==> config.mk <==
export PLATFORM = sky130hd
export DESIGN_NAME = rpm_top
export DESIGN_NICKNAME = d
export VERILOG_FILES = /design/src/rpm_pkg.sv /design/src/rpm_top.sv
export SDC_FILE = /design/constraint.sdc
export NUM_CORES = 1
export LEC_CHECK = 0
export ABC_AREA = 1
export BUFFER_PORTS_ARGS = -buffer_cell sky130_fd_sc_hd__buf_2
export CAP_MARGIN = 25
export CORE_MARGIN = 5
export CORE_UTILIZATION = 64
export DETAILED_ROUTE_END_ITERATION = 6
export GPL_ROUTABILITY_DRIVEN = 0
export PLACE_DENSITY = 0.86
export SLEW_MARGIN = 30
export SYNTH_ARGS = -nofsm -noshare
export SYNTH_HDL_FRONTEND = slang
export SYNTH_SLANG_ARGS = --single-unit
export TNS_END_PERCENT = 20
==> constraint.sdc <==
create_clock -name clk -period 4.1 [get_ports clk]
set_input_delay 0.615 -clock clk [delete_from_list [all_inputs] [get_ports clk]]
set_output_delay 0.615 -clock clk [all_outputs]
set_load 0.01 [all_outputs]
==> src/rpm_pkg.sv <==
// Constants, encodings and register layout for the retimer power mode control block.
// Assumes one 10 MHz clock in every user and a synchronous active-high reset in rpm_top.
package rpm_pkg;

    // ************************************************************
    // Clock and bus identity
    // ************************************************************
    localparam int CLK_MHZ = 10;
    localparam logic [6:0] BUS_ADDR = 7'h2c; // Arbitrary neutral bus address.

    // ************************************************************
    // Register offsets
    // ************************************************************
    localparam logic [7:0] OFS_POWER_DOWN = 8'h09;
    localparam logic [7:0] OFS_STATUS = 8'h0a;
    localparam logic [7:0] OFS_TERM_SLEW = 8'h0b;
    localparam logic [7:0] OFS_SWING_EMPH = 8'h0c;

    // ************************************************************
    // Reset values
    // ************************************************************
    localparam logic [7:0] RST_POWER_DOWN = 8'h00;
    localparam logic [7:0] RST_TERM_SLEW = 8'h00;
    localparam logic [7:0] RST_SWING_EMPH = 8'h00;

    // ************************************************************
    // Field positions
    // ************************************************************
    localparam int PD_REG_CTRL_BIT = 0;
    localparam int PD_LANE_SWAP_BIT = 1;
    localparam int PD_SOFT_PD_BIT = 3;
    localparam int ST_NORMAL_BIT = 0;
    localparam int ST_RATIO_BIT = 1;
    localparam int ST_RETIMER_BIT = 2;
    localparam int TS_TERM_LSB = 3;
    localparam int TS_SLEW_LSB = 6;
    localparam int SE_EMPH_LSB = 0;
    localparam int SE_SWING_LSB = 2;

    // ************************************************************
    // Strap pins and their three-level codes
    // ************************************************************
    localparam int NUM_STRAPS = 4;
    localparam int STRAP_EMPH = 0;
    localparam int STRAP_TERM = 1;
    localparam int STRAP_SLEW = 2;
    localparam int STRAP_EQ = 3;
    localparam logic [1:0] LVL_LOW = 2'h0;
    localparam logic [1:0] LVL_MID = 2'h1;
    localparam logic [1:0] LVL_HIGH = 2'h2;
    localparam logic [1:0] EMPH_0DB = 2'h0;
    localparam logic [1:0] EMPH_M2DB = 2'h1;
    localparam logic [1:0] EMPH_HIGH = 2'h2;
    localparam logic [1:0] SLEW_STRAP_MID = 2'h2;

    // ************************************************************
    // Power states and bus phases
    // ************************************************************
    typedef enum logic [3:0] {
        PS_OFF = 4'h1,
        PS_NO_HPD = 4'h2,
        PS_SOFT = 4'h4,
        PS_NORMAL = 4'h8
    } rpm_pstate_e;

    typedef enum logic [4:0] {
        BP_IDLE = 5'h01,
        BP_ADDR = 5'h02,
        BP_PTR = 5'h04,
        BP_WR = 5'h08,
        BP_RD = 5'h10
    } rpm_bphase_e;

endpackage : rpm_pkg

==> src/rpm_top.sv <==
// Power-state, hot-plug and configuration register control of a video-link retimer.
// Assumes the configuration bus pins and all other inputs except enable_pin, which is synchronised here, are synchronous to clk.
`timescale 1ns/1ps
module rpm_top
    import rpm_pkg::*;
(
    input wire logic clk,
    input wire logic reset,
    input wire logic enable_pin,
    input wire logic sink_hotplug_in,
    output logic source_hotplug_out,
    input wire logic signal_detect,
    input wire logic rate_high,
    input wire logic [NUM_STRAPS-1:0] strap_hi_sense,
    input wire logic [NUM_STRAPS-1:0] strap_lo_sense,
    input wire logic config_bus_clock_pin,
    input wire logic config_bus_data_pin_in,
    output logic config_bus_data_pin_out,
    output logic config_bus_data_pin_oe,
    output logic lane_inputs_enable,
    output logic lane_outputs_enable,
    output logic ddc_enable,
    output logic aux_channel_enable,
    output logic config_bus_enable,
    output logic clock_recovery_enable,
    output logic retimer_mode,
    output logic lane_swap,
    output logic equalizer_adaptive,
    output logic [1:0] output_termination_select,
    output logic termination_auto,
    output logic [1:0] edge_rate_select,
    output logic [1:0] tx_postcursor_level,
    output logic [2:0] data_swing_adjust,
    output logic [2:0] clock_swing_adjust,
    output logic clock_ratio_flag
);

    // ************************************************************
    // State of the block
    // ************************************************************
    typedef struct packed {
        logic en_s1;
        logic en_s2;
        logic en_q;
        rpm_pstate_e pstate;
        logic [7:0] reg_pd;
        logic ratio;
        logic [7:0] reg_ts;
        logic [7:0] reg_se;
        logic [NUM_STRAPS-1:0][1:0] strap;
        logic scl_q;
        logic sda_q;
        rpm_bphase_e bphase;
        logic [3:0] bitcnt;
        logic [7:0] shift;
        logic [7:0] ptr;
        logic nack;
        logic sda_oe;
        logic lanes_on;
        logic ddc_on;
        logic cdr_on;
        logic retimer;
    } rpm_state_s;

    localparam rpm_state_s ST_RESET = '{
        en_s1: 1'b0, en_s2: 1'b0, en_q: 1'b0, pstate: PS_OFF,
        reg_pd: RST_POWER_DOWN, ratio: 1'b0, reg_ts: RST_TERM_SLEW,
        reg_se: RST_SWING_EMPH, strap: '0, scl_q: 1'b1, sda_q: 1'b1,
        bphase: BP_IDLE, bitcnt: 4'h0, shift: 8'h00, ptr: 8'h00,
        nack: 1'b0, sda_oe: 1'b0, lanes_on: 1'b0, ddc_on: 1'b0,
        cdr_on: 1'b0, retimer: 1'b0
    };

    rpm_state_s st_reg;
    rpm_state_s st_next;
    logic [NUM_STRAPS-1:0][1:0] strap_lvl;
    logic cfg_clear;
    logic scl_rise;
    logic scl_fall;
    logic bus_start;
    logic bus_stop;
    logic wr_pulse;
    logic [7:0] rd_data;

    // ************************************************************
    // Strap decode
    // ************************************************************
    // Each pad reports two comparators; neither tripping means the pin floats.
    for (genvar i = 0; i < NUM_STRAPS; i++) begin : g_strap
        assign strap_lvl[i] = strap_hi_sense[i] ? LVL_HIGH :
                              (strap_lo_sense[i] ? LVL_LOW : LVL_MID);
    end

    // Hot-plug is a pure wire so it follows the sink in every state, even in reset.
    assign source_hotplug_out = sink_hotplug_in;

    // Event decodes from the previous enable and bus samples.
    assign cfg_clear = st_reg.en_s2 & ~st_reg.en_q;
    assign scl_rise = config_bus_clock_pin & ~st_reg.scl_q;
    assign scl_fall = ~config_bus_clock_pin & st_reg.scl_q;
    assign bus_start = config_bus_clock_pin & st_reg.scl_q & st_reg.sda_q
                       & ~config_bus_data_pin_in;
    assign bus_stop = config_bus_clock_pin & st_reg.scl_q & ~st_reg.sda_q
                      & config_bus_data_pin_in;

    // Read mux; unmapped offsets read as zero.
    always_comb begin
        unique case (st_reg.ptr)
            OFS_POWER_DOWN: rd_data = st_reg.reg_pd;
            OFS_STATUS: rd_data = {5'h00, st_reg.retimer, st_reg.ratio, st_reg.lanes_on};
            OFS_TERM_SLEW: rd_data = st_reg.reg_ts;
            OFS_SWING_EMPH: rd_data = st_reg.reg_se;
            default: rd_data = 8'h00;
        endcase
    end

    // ************************************************************
    // Next-state logic
    // ************************************************************
    // Bus slave, register file and power sequencing in one pass.
    always_comb begin
        st_next = st_reg;
        wr_pulse = 1'b0;
        st_next.en_s1 = enable_pin;
        st_next.en_s2 = st_reg.en_s1;
        st_next.en_q = st_reg.en_s2;
        st_next.scl_q = config_bus_clock_pin;
        st_next.sda_q = config_bus_data_pin_in;

        // Configuration bus slave: byte in, ack out, auto-incrementing pointer.
        if (bus_stop) begin
            st_next.bphase = BP_IDLE;
            st_next.sda_oe = 1'b0;
        end else if (bus_start) begin
            st_next.bphase = BP_ADDR;
            st_next.bitcnt = 4'hf; // The clock fall that ends the start rolls this to zero.
            st_next.sda_oe = 1'b0;
        end else if (st_reg.bphase != BP_IDLE) begin
            if (scl_rise) begin
                if (st_reg.bitcnt != 4'h8 && st_reg.bphase != BP_RD) begin
                    st_next.shift = {st_reg.shift[6:0], config_bus_data_pin_in};
                end else if (st_reg.bitcnt == 4'h8 && st_reg.bphase == BP_RD) begin
                    st_next.nack = config_bus_data_pin_in;
                end
            end else if (scl_fall) begin
                if (st_reg.bitcnt == 4'h7) begin
                    st_next.bitcnt = 4'h8;
                    unique case (st_reg.bphase)
                        BP_ADDR: begin
                            st_next.sda_oe = (st_reg.shift[7:1] == BUS_ADDR);
                            st_next.nack = st_reg.shift[0];
                            if (st_reg.shift[7:1] != BUS_ADDR) begin
                                st_next.bphase = BP_IDLE;
                            end
                        end
                        BP_PTR: begin
                            st_next.ptr = st_reg.shift;
                            st_next.sda_oe = 1'b1;
                        end
                        BP_WR: begin
                            wr_pulse = 1'b1;
                            st_next.ptr = st_reg.ptr + 8'h01;
                            st_next.sda_oe = 1'b1;
                        end
                        BP_RD: st_next.sda_oe = 1'b0;
                        default: st_next.bphase = BP_IDLE;
                    endcase
                end else if (st_reg.bitcnt == 4'h8) begin
                    st_next.bitcnt = 4'h0;
                    st_next.sda_oe = 1'b0;
                    // The address byte parks its read flag in nack.
                    if ((st_reg.bphase == BP_ADDR && st_reg.nack)
                        || (st_reg.bphase == BP_RD && !st_reg.nack)) begin
                        st_next.bphase = BP_RD;
                        st_next.sda_oe = ~rd_data[7];
                        st_next.shift = {rd_data[6:0], 1'b0};
                        st_next.ptr = st_reg.ptr + 8'h01;
                    end else if (st_reg.bphase == BP_RD) begin
                        st_next.bphase = BP_IDLE;
                    end else if (st_reg.bphase == BP_ADDR) begin
                        st_next.bphase = BP_PTR;
                    end else begin
                        st_next.bphase = BP_WR;
                    end
                end else begin
                    st_next.bitcnt = st_reg.bitcnt + 4'h1;
                    if (st_reg.bphase == BP_RD) begin
                        st_next.sda_oe = ~st_reg.shift[7];
                        st_next.shift = {st_reg.shift[6:0], 1'b0};
                    end
                end
            end
        end

        // A completed write byte lands in the register at the pointer.
        if (wr_pulse) begin
            unique case (st_reg.ptr)
                OFS_POWER_DOWN: st_next.reg_pd = st_reg.shift;
                OFS_STATUS: st_next.ratio = st_reg.shift[ST_RATIO_BIT];
                OFS_TERM_SLEW: st_next.reg_ts = st_reg.shift;
                OFS_SWING_EMPH: st_next.reg_se = st_reg.shift;
                default: st_next.reg_pd = st_reg.reg_pd;
            endcase
        end

        // Power state from enable, sink hot-plug and the soft power-down bit.
        if (!st_reg.en_s2 || cfg_clear) begin
            st_next.pstate = PS_OFF;
        end else if (!sink_hotplug_in) begin
            st_next.pstate = PS_NO_HPD;
        end else if (st_reg.reg_pd[PD_SOFT_PD_BIT]) begin
            st_next.pstate = PS_SOFT;
        end else begin
            st_next.pstate = PS_NORMAL;
        end

        // Leaving normal drops the ratio flag, unless a register write completes this cycle.
        if (st_reg.pstate == PS_NORMAL && st_next.pstate != PS_NORMAL && !wr_pulse) begin
            st_next.ratio = 1'b0;
        end

        // Enable low, and the cycle of its rising edge, hold every register at default.
        if (!st_reg.en_s2 || cfg_clear) begin
            st_next.reg_pd = RST_POWER_DOWN;
            st_next.reg_ts = RST_TERM_SLEW;
            st_next.reg_se = RST_SWING_EMPH;
            st_next.ratio = 1'b0;
            st_next.bphase = BP_IDLE;
            st_next.sda_oe = 1'b0;
            st_next.ptr = 8'h00;
        end

        // Straps are caught on the reset pulse that follows enable rising.
        if (cfg_clear) begin
            st_next.strap = strap_lvl;
        end

        st_next.lanes_on = (st_next.pstate == PS_NORMAL);
        st_next.ddc_on = (st_next.pstate == PS_NORMAL);
        st_next.cdr_on = (st_next.pstate == PS_NORMAL) && signal_detect;
        st_next.retimer = st_next.cdr_on && rate_high;
    end

    // ************************************************************
    // State register
    // ************************************************************
    always_ff @(posedge clk) begin
        if (reset) begin
            st_reg <= ST_RESET;
        end else begin
            st_reg <= st_next;
        end
    end

    // ************************************************************
    // Outputs
    // ************************************************************
    // Register control bit chooses between programmed fields and straps.
    logic reg_ctl;
    assign reg_ctl = st_reg.reg_pd[PD_REG_CTRL_BIT];
    assign config_bus_data_pin_out = 1'b0;
    assign config_bus_data_pin_oe = st_reg.sda_oe;
    assign lane_inputs_enable = st_reg.lanes_on;
    assign lane_outputs_enable = st_reg.cdr_on;
    assign ddc_enable = st_reg.ddc_on;
    assign aux_channel_enable = st_reg.ddc_on;
    assign config_bus_enable = st_reg.en_q;
    assign clock_recovery_enable = st_reg.cdr_on;
    assign retimer_mode = st_reg.retimer;
    assign lane_swap = st_reg.reg_pd[PD_LANE_SWAP_BIT];
    assign clock_ratio_flag = st_reg.ratio;
    assign equalizer_adaptive = (st_reg.strap[STRAP_EQ] != LVL_HIGH);
    assign output_termination_select = reg_ctl ? st_reg.reg_ts[TS_TERM_LSB +: 2]
                                               : st_reg.strap[STRAP_TERM];
    assign termination_auto = !reg_ctl && (st_reg.strap[STRAP_TERM] == LVL_MID);
    assign edge_rate_select = reg_ctl ? st_reg.reg_ts[TS_SLEW_LSB +: 2]
                            : (st_reg.strap[STRAP_SLEW] == LVL_MID ? SLEW_STRAP_MID
                                                                   : st_reg.strap[STRAP_SLEW]);
    // Strap emphasis: mid is 0 dB, low is -2 dB.
    assign tx_postcursor_level = reg_ctl ? st_reg.reg_se[SE_EMPH_LSB +: 2]
                               : (st_reg.strap[STRAP_EMPH] == LVL_MID ? EMPH_0DB
                               : (st_reg.strap[STRAP_EMPH] == LVL_LOW ? EMPH_M2DB
                                                                      : EMPH_HIGH));
    assign data_swing_adjust = st_reg.reg_se[SE_SWING_LSB +: 3];
    assign clock_swing_adjust = st_reg.reg_se[SE_SWING_LSB + 3 +: 3];
endmodule : rpm_top

==> results of run 1 <==
cells in the final DEF, fill, tap and decap left out, drive strengths merged:
| cell | count |
|---|---|
| nand2 | 153 |
| nor3 | 18 |
| nor4 | 1 |
| ha | 9 |
| a21boi | 2 |
| a31oi | 1 |
| o21ai | 48 |
| xor2 | 1 |
| nand4 | 4 |
| dfxtp | 72 |
| a21oi | 50 |
| clkbuf | 10 |
| buf | 42 |
| bufinv | 2 |
| nand3b | 2 |
| nor2 | 87 |
| inv | 89 |
| nand3 | 53 |
| o22ai | 1 |
| or2 | 3 |
| clkinv | 2 |
| conb | 1 |
| xnor2 | 1 |
| nor3b | 1 |
| clkinvlp | 1 |
layout make-up:
cell class	instances	area share, %
well taps	77	2.17
repair buffers	42	4.85
clock inverters	5	1.83
clock buffers	10	3.10
flip-flops and latches	72	32.5
inverters	89	7.65
multi-input cells	436	47.9
how the worst max path moves through the flow:
stage,endpoint,slack (ps),startpoint
2_1_floorplan,st_reg[41]$_SDFFE_PP0P_,2080,config_bus_clock_pin
3_3_place_gp,st_reg[20]$_SDFFE_PP0P_,1870,config_bus_clock_pin
3_5_place_dp,st_reg[17]$_SDFFE_PP0P_,1740,config_bus_clock_pin
4_1_cts,data_swing_adjust[1]$_SDFFE_PP0P_,2040,st_reg[22]$_SDFFE_PP0P_
5_1_grt,data_swing_adjust[1]$_SDFFE_PP0P_,1770,st_reg[6]$_SDFFE_PP0P_
6_report,st_reg[52]$_SDFFE_PP0P_,2000,st_reg[6]$_SDFFE_PP0P_
cell families after synthesis:
| group | after synthesis |
|---|---|
| simple gates | 322 |
| buf+inv | 115 |
| compound gates | 102 |
| flops | 72 |
| fa+ha+maj | 9 |
| xor+xnor | 2 |
| other cells | 1 |
report_power, final:
group | internal (mW) | switching [mW] | total [mW]
sequential | 0.706 | 0.00578 | 0.712
clock | 0.356 | 0.273 | 0.629
combinational | 0.0219 | 0.0392 | 0.0611
total | 1.08 | 0.318 | 1.40
per-layer routing:
metal	track usage (%)	wire, um	part of all wire, %
met5	0	0	0
met4	9.43	197	2.0
met3	5.51	749	7.6
met2	41.5	4680	47
met1	31.7	4270	43
critical path: stages, from the launching register on:
cell and delay (ps):
sky130_fd_sc_hd__dfxtp_1 430, sky130_fd_sc_hd__ha_1 240, sky130_fd_sc_hd__nand3_1 190, sky130_fd_sc_hd__nor2_1 530, sky130_fd_sc_hd__nand3_4 260, sky130_fd_sc_hd__o21ai_0 270, sky130_fd_sc_hd__a21oi_1 60
per-stage QoR:
step	hold WS [ps]	util, %	setup WS, ps	power, mW
CTS	417	70.6	2040	1.40
floorplan	388	-	2080	0.767
global placement	392	67.2	1870	0.785
finish	410	70.6	2000	1.40
detailed placement	410	67.2	1740	0.788
global route	419	70.6	1770	1.45
==> metrics, run 1 <==
area of the multi-input gates about 2100 sq um; capturing point of the worst reg2reg path st_reg[52]$_SDFFE_PP0P_; clock tree from TritonCTS yes; register bit total from synthesis 72; buffers added on ports 40; ratio of cells with drive above 1 in the final layout 13.3%; vias after detailed routing approximately 4100; multiplexer share of the synthesized area 0%; number of antenna diodes 0; clock buffer count from CTS 9; startpoint type of the worst setup path register; number of fillers in the final layout 541; Yosys warning total 0; number of cells upsized or downsized after cts 0; starting utilization of the core area 65.0%; area growth from synthesis to layout 8.61%; number of enable flip-flop cells after synthesis 0; part of the Yosys area used for sequential elements 35.3%; post-synthesis area per instance 6.55 sq um; clock transition time at the flip-flop clock pins of the worst setup and hold paths 80 ps; Final TNS setup 0 ps; library cell with the highest instance count after synthesis sky130_fd_sc_hd__nand2_1; Clock H-tree levels 3; Setup-failing EPs final 0; Post-Route WL 9900 um; largest driver fanout on the critical path 16; power density normalized to cell area between 300 and 400 nW/um^2; area share of the largest cell type after synthesis between 30% and 40%; Crit Path Class register to register; result of the run finished clean; residual overflow from global routing 0; Syn Nets 648; number of cells traversed by the worst register-to-register path 6; count of hold buffers inserted by post-cts repair 0; max cap viols 0; Max Transition Viols Final 0; Post-Syn Instances 623; Yosys top cell by area sky130_fd_sc_hd__dfxtp_1; startpoint of the worst hold path st_next[71]$_SDFF_PP0_; antenna viol nets, final 0; share of the clock period used by the worst path after layout approximately half; Cell Area, Synth slightly above 4000 sq um; worst slew margin relative to its limit between 60% and 70%; worst-case hold path end point st_next[70]$_SDFF_PP0_; largest net degree at the start of global routing 35; Tightest Hold Check Type register to register; Clock Tree Buf Depth 2; register-to-register path setup slack 2000 ps; number of DRC markers after the initial detailed-route iteration ~260; min Tclk post-route 2100 ps; global-route wire length before repair 17000 um; placed insts 716; share of flip-flops with an asynchronous set or reset 0%; area fraction in compound gates after synthesis roughly an eighth; clk_skew 13.1 ps; number of top-level pins 42; top post-synthesis cells by count sky130_fd_sc_hd__nand2_1, sky130_fd_sc_hd__inv_1, sky130_fd_sc_hd__nor2_1; total area of sequential cells 1440 sq um; main combinational cell family by area after synthesis simple AND/OR/NAND/NOR gates; Final Instance Count excl. Fillers 731; Via density 5.54; Post-Synth Adder-Cell Area under 10%; cell area after layout between 4000 and 5000 sq um; Pre-Repair DR Iteration Count 5; cell area reported after detailed placement 4220 sq um; antenna violations before repair 0; Synth Area in XOR/XNOR less than 1%; origin of the critical flop-to-flop path st_reg[6]$_SDFFE_PP0P_; type of destination of the critical path register; post-synthesis share of cell area spent on and, or, nand and nor gates 35.7%; GR Util All Layers 25.0%; horizontal die dimension 89.9 um; Largest register FFs 56; Std-Cell Rows 29; final count of hold timing violations 0; leakage power figure 1.93 nW; height of the die 89.9 um; largest vdd supply drop 0.257 mV; clock root buffer master sky130_fd_sc_hd__clkbuf_8; die footprint 8080 sq um; standard cell core area 6280 sq um; number of setup buffers added after CTS 0; clk sinks 72; count of cell types in the netlist 36; DRC 0; Data required, critical path about 4400 ps; slew at the pin closest to its max-slew limit between 500 and 600 ps; HPWL Detailed 7010 um; WL/cell between 10 and 15 um; peak clock frequency supported by timing roughly 480 MHz; Data arrival, critical path between 2000 and 2500 ps; largest cells by area after synthesis sky130_fd_sc_hd__dfxtp_1, sky130_fd_sc_hd__nand2_1, sky130_fd_sc_hd__inv_1; RSZ-0062 raised after global routing false; vias in the first global route ~3700; clk_lat worst skew 360 ps; nets between 600 and 700; leading register cell type out of synthesis sky130_fd_sc_hd__dfxtp_1; Cells on Worst Hold Path 2
Power figures use the tool's default switching activity.
==> inputs of run 2 (changes only) <==
--- a/config.mk
+++ b/config.mk
@@ -5,14 +5,14 @@
 export SDC_FILE = /design/constraint.sdc
 export NUM_CORES = 1
 export LEC_CHECK = 0
-export ABC_AREA = 1
+export ABC_AREA = 0
 export BUFFER_PORTS_ARGS = -buffer_cell sky130_fd_sc_hd__buf_2
 export CAP_MARGIN = 25
 export CORE_MARGIN = 5
-export CORE_UTILIZATION = 64
+export CORE_UTILIZATION = 59
 export DETAILED_ROUTE_END_ITERATION = 6
 export GPL_ROUTABILITY_DRIVEN = 0
-export PLACE_DENSITY = 0.86
+export PLACE_DENSITY = 0.8
 export SLEW_MARGIN = 30
 export SYNTH_ARGS = -nofsm -noshare
 export SYNTH_HDL_FRONTEND = slang
==> constraint.sdc (replaced) <==
create_clock -name clk -period 2.1 [get_ports clk]
set_input_delay 0.315 -clock clk [delete_from_list [all_inputs] [get_ports clk]]
set_output_delay 0.315 -clock clk [all_outputs]
set_load 0.01 [all_outputs]
==> run 2 against run 1 <==
Non-clock buffer count grew 49. Utilization up 2.4 points. Area after synthesis shrank 5.1%. Clock skew down 1.5 ps. Sequential power increased by 95%. Fmax rose by 1.8%. Wire length increased by 8.5%.
==> metrics, run 2 <==
commonest non-fill, non-tap cells in the layout sky130_fd_sc_hd__dfxtp_1, sky130_fd_sc_hd__nand2_1, sky130_fd_sc_hd__buf_4, sky130_fd_sc_hd__nor2_1, sky130_fd_sc_hd__a21oi_1; origin of the critical flop-to-flop path st_reg[23]$_SDFFE_PP0P_; antenna viol nets, final 0; Max Transition Viols Final 0; WL/cell 17.3 um; die footprint 8280 sq um; library cell with the highest instance count after synthesis sky130_fd_sc_hd__dfxtp_1; buffers added on ports 40; net switching fraction of the power 24.8%; Yosys top cell by area sky130_fd_sc_hd__dfxtp_1; clk_skew between 10 and 15 ps; Data required, critical path between 2000 and 2500 ps; Final TNS setup 0 ps; number of DRC markers after the initial detailed-route iteration 359; area growth from synthesis to layout 19.7%; antenna violations before repair 0; Cells on Worst Hold Path 2; P_sw 659 uW; area share of the largest cell type after synthesis between 30% and 40%; Clock Tree Buf Depth 2; count of cell types in the netlist 58; register bit total from synthesis 72; worst slew margin relative to its limit between 60% and 70%; DRC 0; largest driver fanout on the critical path 5; vias after detailed routing 3928; type of destination of the critical path register; crit-path cells ha_4, and3b_2, buf_4, o211ai_2, a2111o_1, or4_1, a21oi_1; standard cell core area roughly 6300 sq um; Cell Area, Synth ~3900 sq um; pre-CTS setup slack -23.7 ps; clock transition time at the flip-flop clock pins of the worst setup and hold paths 80 ps; vias in the first global route 3593; part of the Yosys area used for sequential elements 37.2%; Yosys warning total 0; Buf+Inv Stages, Crit Path 1; final worst slack ~40 ps; starting utilization of the core area 61.0%; sequential group share of total power 52.4%; Largest register FFs 56; residual overflow from global routing 0; largest vdd supply drop about 0.4 mV; top post-synthesis cells by count sky130_fd_sc_hd__dfxtp_1, sky130_fd_sc_hd__nand2_1, sky130_fd_sc_hd__nor2_1; ratio of cells with drive above 1 in the final layout 26.8%; worst-case hold path end point config_bus_enable$_SDFF_PP0_; number of fillers in the final layout 474; share of flip-flops with an asynchronous set or reset 0%; cell area reported after detailed placement 4250 sq um; most common cell after layout, fill and taps aside sky130_fd_sc_hd__dfxtp_1; largest net degree at the start of global routing 29; leakage power figure 1.86 nW; Post-Syn Instances approximately 480; HPWL Detailed between 7000 and 8000 um; Setup-failing EPs final 0; min Tclk post-route 2060 ps; Syn Nets 506; leading register cell type out of synthesis sky130_fd_sc_hd__dfxtp_1; Post-Route WL 10700 um; share of the clock period used by the worst path after layout between 90% and 100%; placed insts about 600; height of the die 91.0 um; part of the power in the clock network 42.5%; global-route wire length before repair 17200 um; startpoint of the worst hold path reset; horizontal die dimension 91.0 um; max cap viols 0; Pre-Repair DR Iteration Count 6; largest cells by area after synthesis sky130_fd_sc_hd__dfxtp_1, sky130_fd_sc_hd__nand2_1, sky130_fd_sc_hd__a21oi_1; power density normalized to cell area 572 nW/um^2; GR Util All Layers 25.2%; register-to-register path setup slack approximately 40 ps; number of top-level pins 42; RSZ-0062 raised after global routing true; Crit Path Class register to register; number of antenna diodes 0; Finished Core Util approximately three quarters; delay of the slowest critical-path stage 470 ps; Std-Cell Rows 29; clock root buffer master sky130_fd_sc_hd__clkbuf_8; clk_lat worst skew 350 ps; number of cells traversed by the worst register-to-register path 7; Clock H-tree levels 3; final count of hold timing violations 0; clk sinks between 70 and 80; share of total power in combinational logic 5.1%; capturing point of the worst reg2reg path st_reg[28]$_SDFFE_PP0P_; slew at the pin closest to its max-slew limit 568 ps; library cell contributing the largest single delay on the critical path sky130_fd_sc_hd__or4_1; Tightest Hold Check Type input pin to register; startpoint type of the worst setup path register; number of enable flip-flop cells after synthesis 0; nets 562; cell area after layout 4640 sq um; clock tree from TritonCTS yes; cell-internal power 1.99 mW; post-synthesis area per instance 8.05 sq um; Largest delay share family, worst path simple AND/OR/NAND/NOR gates; clock buffer count from CTS 9; Final Instance Count excl. Fillers ~620; result of the run finished clean; Data arrival, critical path 2330 ps; Via density 6.35; peak clock frequency supported by timing 486 MHz
[run 2: cell types whose count changed after synthesis, moves of 13 or more]
cell / before / now
sky130_fd_sc_hd__mux2i_1: 0 / 17
sky130_fd_sc_hd__nor2_1: 81 / 47
sky130_fd_sc_hd__o21ai_0: 42 / 19
sky130_fd_sc_hd__clkbuf_1: 8 / 21
sky130_fd_sc_hd__nand3_1: 45 / 26
sky130_fd_sc_hd__nand2_1: 148 / 65
sky130_fd_sc_hd__inv_1: 86 / 10
[run 2: stage by stage]
stage	hold WS, ps	power [mW]
final	160	2.65
after global placement	417	1.54
after detailed placement	433	1.55
after global routing	159	2.75
after CTS	152	2.65
after floorplan	387	1.50
[run 2: worst reg2reg max path: stages, from the launching register on]
cell and delay [ps]:
sky130_fd_sc_hd__dfxtp_4 390, sky130_fd_sc_hd__ha_4 140, sky130_fd_sc_hd__and3b_2 230, sky130_fd_sc_hd__buf_4 130, sky130_fd_sc_hd__o211ai_2 100, sky130_fd_sc_hd__a2111o_1 410, sky130_fd_sc_hd__or4_1 470, sky130_fd_sc_hd__a21oi_1 130
[run 2: repair_timing]
action                                  CTS  global route
hold buffers                              0             0
setup buffers                             0             7
gates resized for setup                   4            29
cloned                                    0             1
pin swaps                                 0             6
hold endpoints to repair                  0             0
endpoints found under the setup margin   16            44
[run 2: logic make-up (layout without fill, tap and decap cells)]
group           Yosys count  in the layout  share of synthesized area, %
simple gates            204            204                          25.8
compound gates          114            114                          19.9
flops                    72             72                          37.2
buf+inv                  56            117                          7.66
mux                      21             21                          5.56
fa+ha+maj                 9              9                          2.91
xor+xnor                  4              4                         0.905
other cells               1              1                        0.0968
[run 2: worst max path at each step]
| stage | startpoint | to | slack (ps) | cells after the start |
|---|---|---|---|---|
| after global placement | st_reg[30]$_SDFFE_PP0P_ | st_reg[50]$_SDFFE_PP0P_ | 30 | 9 |
| after CTS | st_reg[23]$_SDFFE_PP0P_ | st_reg[28]$_SDFFE_PP0P_ | 5 | 6 |
| after floorplan | st_reg[22]$_SDFFE_PP0P_ | st_reg[28]$_SDFFE_PP0P_ | 4 | 7 |
| after detailed placement | st_reg[30]$_SDFFE_PP0P_ | st_reg[51]$_SDFFE_PP0P_ | -20 | 9 |
| after global routing | st_reg[28]$_SDFFE_PP0P_ | st_reg[10]$_SDFFE_PP0P_ | -60 | 9 |
| final | st_reg[23]$_SDFFE_PP0P_ | st_reg[28]$_SDFFE_PP0P_ | 40 | 7 |
[run 2: final cells by class]
| type | count | area, sq um | area share [%] |
|---|---|---|---|
| sequential | 72 | 1450 | 31.3 |
| tap | 77 | 96.3 | 2.08 |
| multi-input combinational | 353 | 2220 | 48.0 |
| clock inverter | 7 | 78.8 | 1.70 |
| clock buffer | 9 | 124 | 2.67 |
| inverter | 10 | 40.0 | 0.864 |
| timing repair buffer | 91 | 621 | 13.4 |
[run 2: metal layers]
layer,vias to the layer above,wire (um),GRT usage (%)
met2,246,4880,39.9
met1,1814,4410,32.6
met5,-,0,0
met4,0,443,12.3
met3,46,1000,5.12
li1,1822,-,-
[run 2: power groups by stage]
stage / Sequential, mW / Clock [mW] / Combinational (mW)
6_report: 1.39 / 1.13 / 0.135
5_1_grt: 1.39 / 1.21 / 0.148
4_1_cts: 1.39 / 1.14 / 0.128
3_5_place_dp: 1.42 / 0 / 0.126
3_3_place_gp: 1.42 / 0 / 0.123
2_1_floorplan: 1.42 / 0 / 0.0828
==> inputs of run 3 (changes only) <==
--- a/config.mk
+++ b/config.mk
@@ -8,11 +8,9 @@
 export ABC_AREA = 0
 export BUFFER_PORTS_ARGS = -buffer_cell sky130_fd_sc_hd__buf_2
 export CAP_MARGIN = 25
-export CORE_MARGIN = 5
-export CORE_UTILIZATION = 59
+export CORE_UTILIZATION = 40
 export DETAILED_ROUTE_END_ITERATION = 6
 export GPL_ROUTABILITY_DRIVEN = 0
-export PLACE_DENSITY = 0.8
 export SLEW_MARGIN = 30
 export SYNTH_ARGS = -nofsm -noshare
 export SYNTH_HDL_FRONTEND = slang
==> run 3 against run 2 <==
Register-to-register slack about the same. Die area increased by 22%. Wire length decreased by 5.0%. Flip-flop and latch count unchanged.
==> metrics, run 3 (synthesis gave the netlist of run 2 again) <==
GR Util All Layers 21.1%; Largest register FFs 56; number of fillers in the final layout 956; share of the clock period used by the worst path after layout a little under 100%; Clock H-tree levels 3; type of destination of the critical path register; HPWL Detailed between 7000 and 8000 um; nets 558; result of the run finished clean; number of top-level pins 42; horizontal die dimension 100 um; startpoint type of the worst setup path register; height of the die 100 um; cell area after layout about 4600 sq um; delay of the slowest critical-path stage 450 ps; residual overflow from global routing 0; WL/cell between 15 and 20 um; clk sinks 72; count of hold buffers inserted by post-cts repair 0; clock transition time at the flip-flop clock pins of the worst setup and hold paths 80 ps; standard cell core area 9330 sq um; RSZ-0062 raised after global routing true; pre-CTS setup slack -13.5 ps; die footprint 10100 sq um; largest driver fanout on the critical path 17; min Tclk post-route 2040 ps; clk_lat worst skew 360 ps; commonest non-fill, non-tap cells in the layout sky130_fd_sc_hd__dfxtp_1, sky130_fd_sc_hd__nand2_1, sky130_fd_sc_hd__nor2_1, sky130_fd_sc_hd__buf_4, sky130_fd_sc_hd__a21oi_1; area growth from synthesis to layout 18.9%; vias after detailed routing 3607; crit-path cells inv_1, ha_1, and3b_2, o211ai_1, a2111oi_4, buf_12, o21ai_0, a22oi_1, nor2_1; Crit Path Class register to register; Pre-Repair DR Iteration Count 5; slew at the pin closest to its max-slew limit between 500 and 600 ps; vias in the first global route around 3400; Finished Core Util 49.3%; Final Instance Count excl. Fillers between 600 and 700; Largest delay share family, worst path compound AO/OA/AOI/OAI gates; global-route wire length before repair 16500 um; buffers added on ports 40; ratio of cells with drive above 1 in the final layout 24.0%; Data required, critical path between 2000 and 2500 ps; DRC 0; clk_skew approximately 12 ps; clock root buffer master sky130_fd_sc_hd__clkbuf_8; leakage power figure 1.82 nW; Buf+Inv Stages, Crit Path 2; number of DRC markers after the initial detailed-route iteration 236; cell area reported after detailed placement 4360 sq um; starting utilization of the core area 41.5%; antenna viol nets, final 0; Via density approximately 5.4; Clock Tree Buf Depth 2; final worst slack about 55 ps; Std-Cell Rows 35; worst slew margin relative to its limit 65.9%; power density normalized to cell area 592 nW/um^2; final count of hold timing violations 0; placed insts 651; Tightest Hold Check Type input pin to register; clock tree from TritonCTS yes; library cell contributing the largest single delay on the critical path sky130_fd_sc_hd__a2111oi_4; Data arrival, critical path 2270 ps; peak clock frequency supported by timing 489 MHz; max cap viols 0; clock buffer count from CTS 9; largest vdd supply drop 0.313 mV; Max Transition Viols Final 0; number of antenna diodes 0; antenna violations before repair 0; Setup-failing EPs final 0; largest net degree at the start of global routing 37; Post-Route WL slightly above 10000 um; post-route worst hold slack 164 ps; most common cell after layout, fill and taps aside sky130_fd_sc_hd__dfxtp_1
==> run 3: final timing paths <==
path,from,endpoint,slack [ps],cells after the start
setup / recovery,st_reg[22]$_SDFFE_PP0P_,st_reg[8]$_SDFFE_PP0P_,60,9
hold / removal,reset,config_bus_enable$_SDFF_PP0_,160,2
setup reg to reg,st_reg[22]$_SDFFE_PP0P_,st_reg[8]$_SDFFE_PP0P_,60,9
hold reg to reg,st_next[71]$_SDFF_PP0_,st_next[70]$_SDFF_PP0_,450,1
==> run 3: area by class of cell <==
class / instances / area (sq um) / share of cell area [%]
clock buffer: 11 / 131 / 2.85
clock inverter: 5 / 81.3 / 1.77
inverter: 10 / 37.5 / 0.815
multi-input combinational: 353 / 2160 / 47.0
sequential: 72 / 1450 / 31.5
tap: 129 / 161 / 3.51
timing repair buffer: 87 / 578 / 12.6
==> run 3: metal layers <==
layer  part of all wire, %  track usage (%)
met3                   4.1             4.32
met4                   1.6             6.02
met1                    48             27.9
met5                     0                0
met2                    46             34.9
==> run 3: what timing repair did <==
item	4_1_cts	5_1_grt
pin swaps	0	0
endpoints found under the hold margin	0	0
buffers inserted	0	0
gates resized for setup	2	11
endpoints found under the setup margin	7	37
==> run 3: where the power goes <==
part           leakage, nW  switching, mW  total, mW  internal [mW]
Combinational         1.13         0.0752      0.131         0.0557
Sequential           0.585         0.0120       1.39           1.38
Clock                0.104          0.534       1.20          0.670
==> run 3: per-stage QoR <==
stage / TNS [ps] / total power [mW]
global route: -332 / 2.82
detailed placement: -24.2 / 1.55
finish: 0 / 2.72
CTS: 0 / 2.75
global placement: 0 / 1.55
floorplan: 0 / 1.50
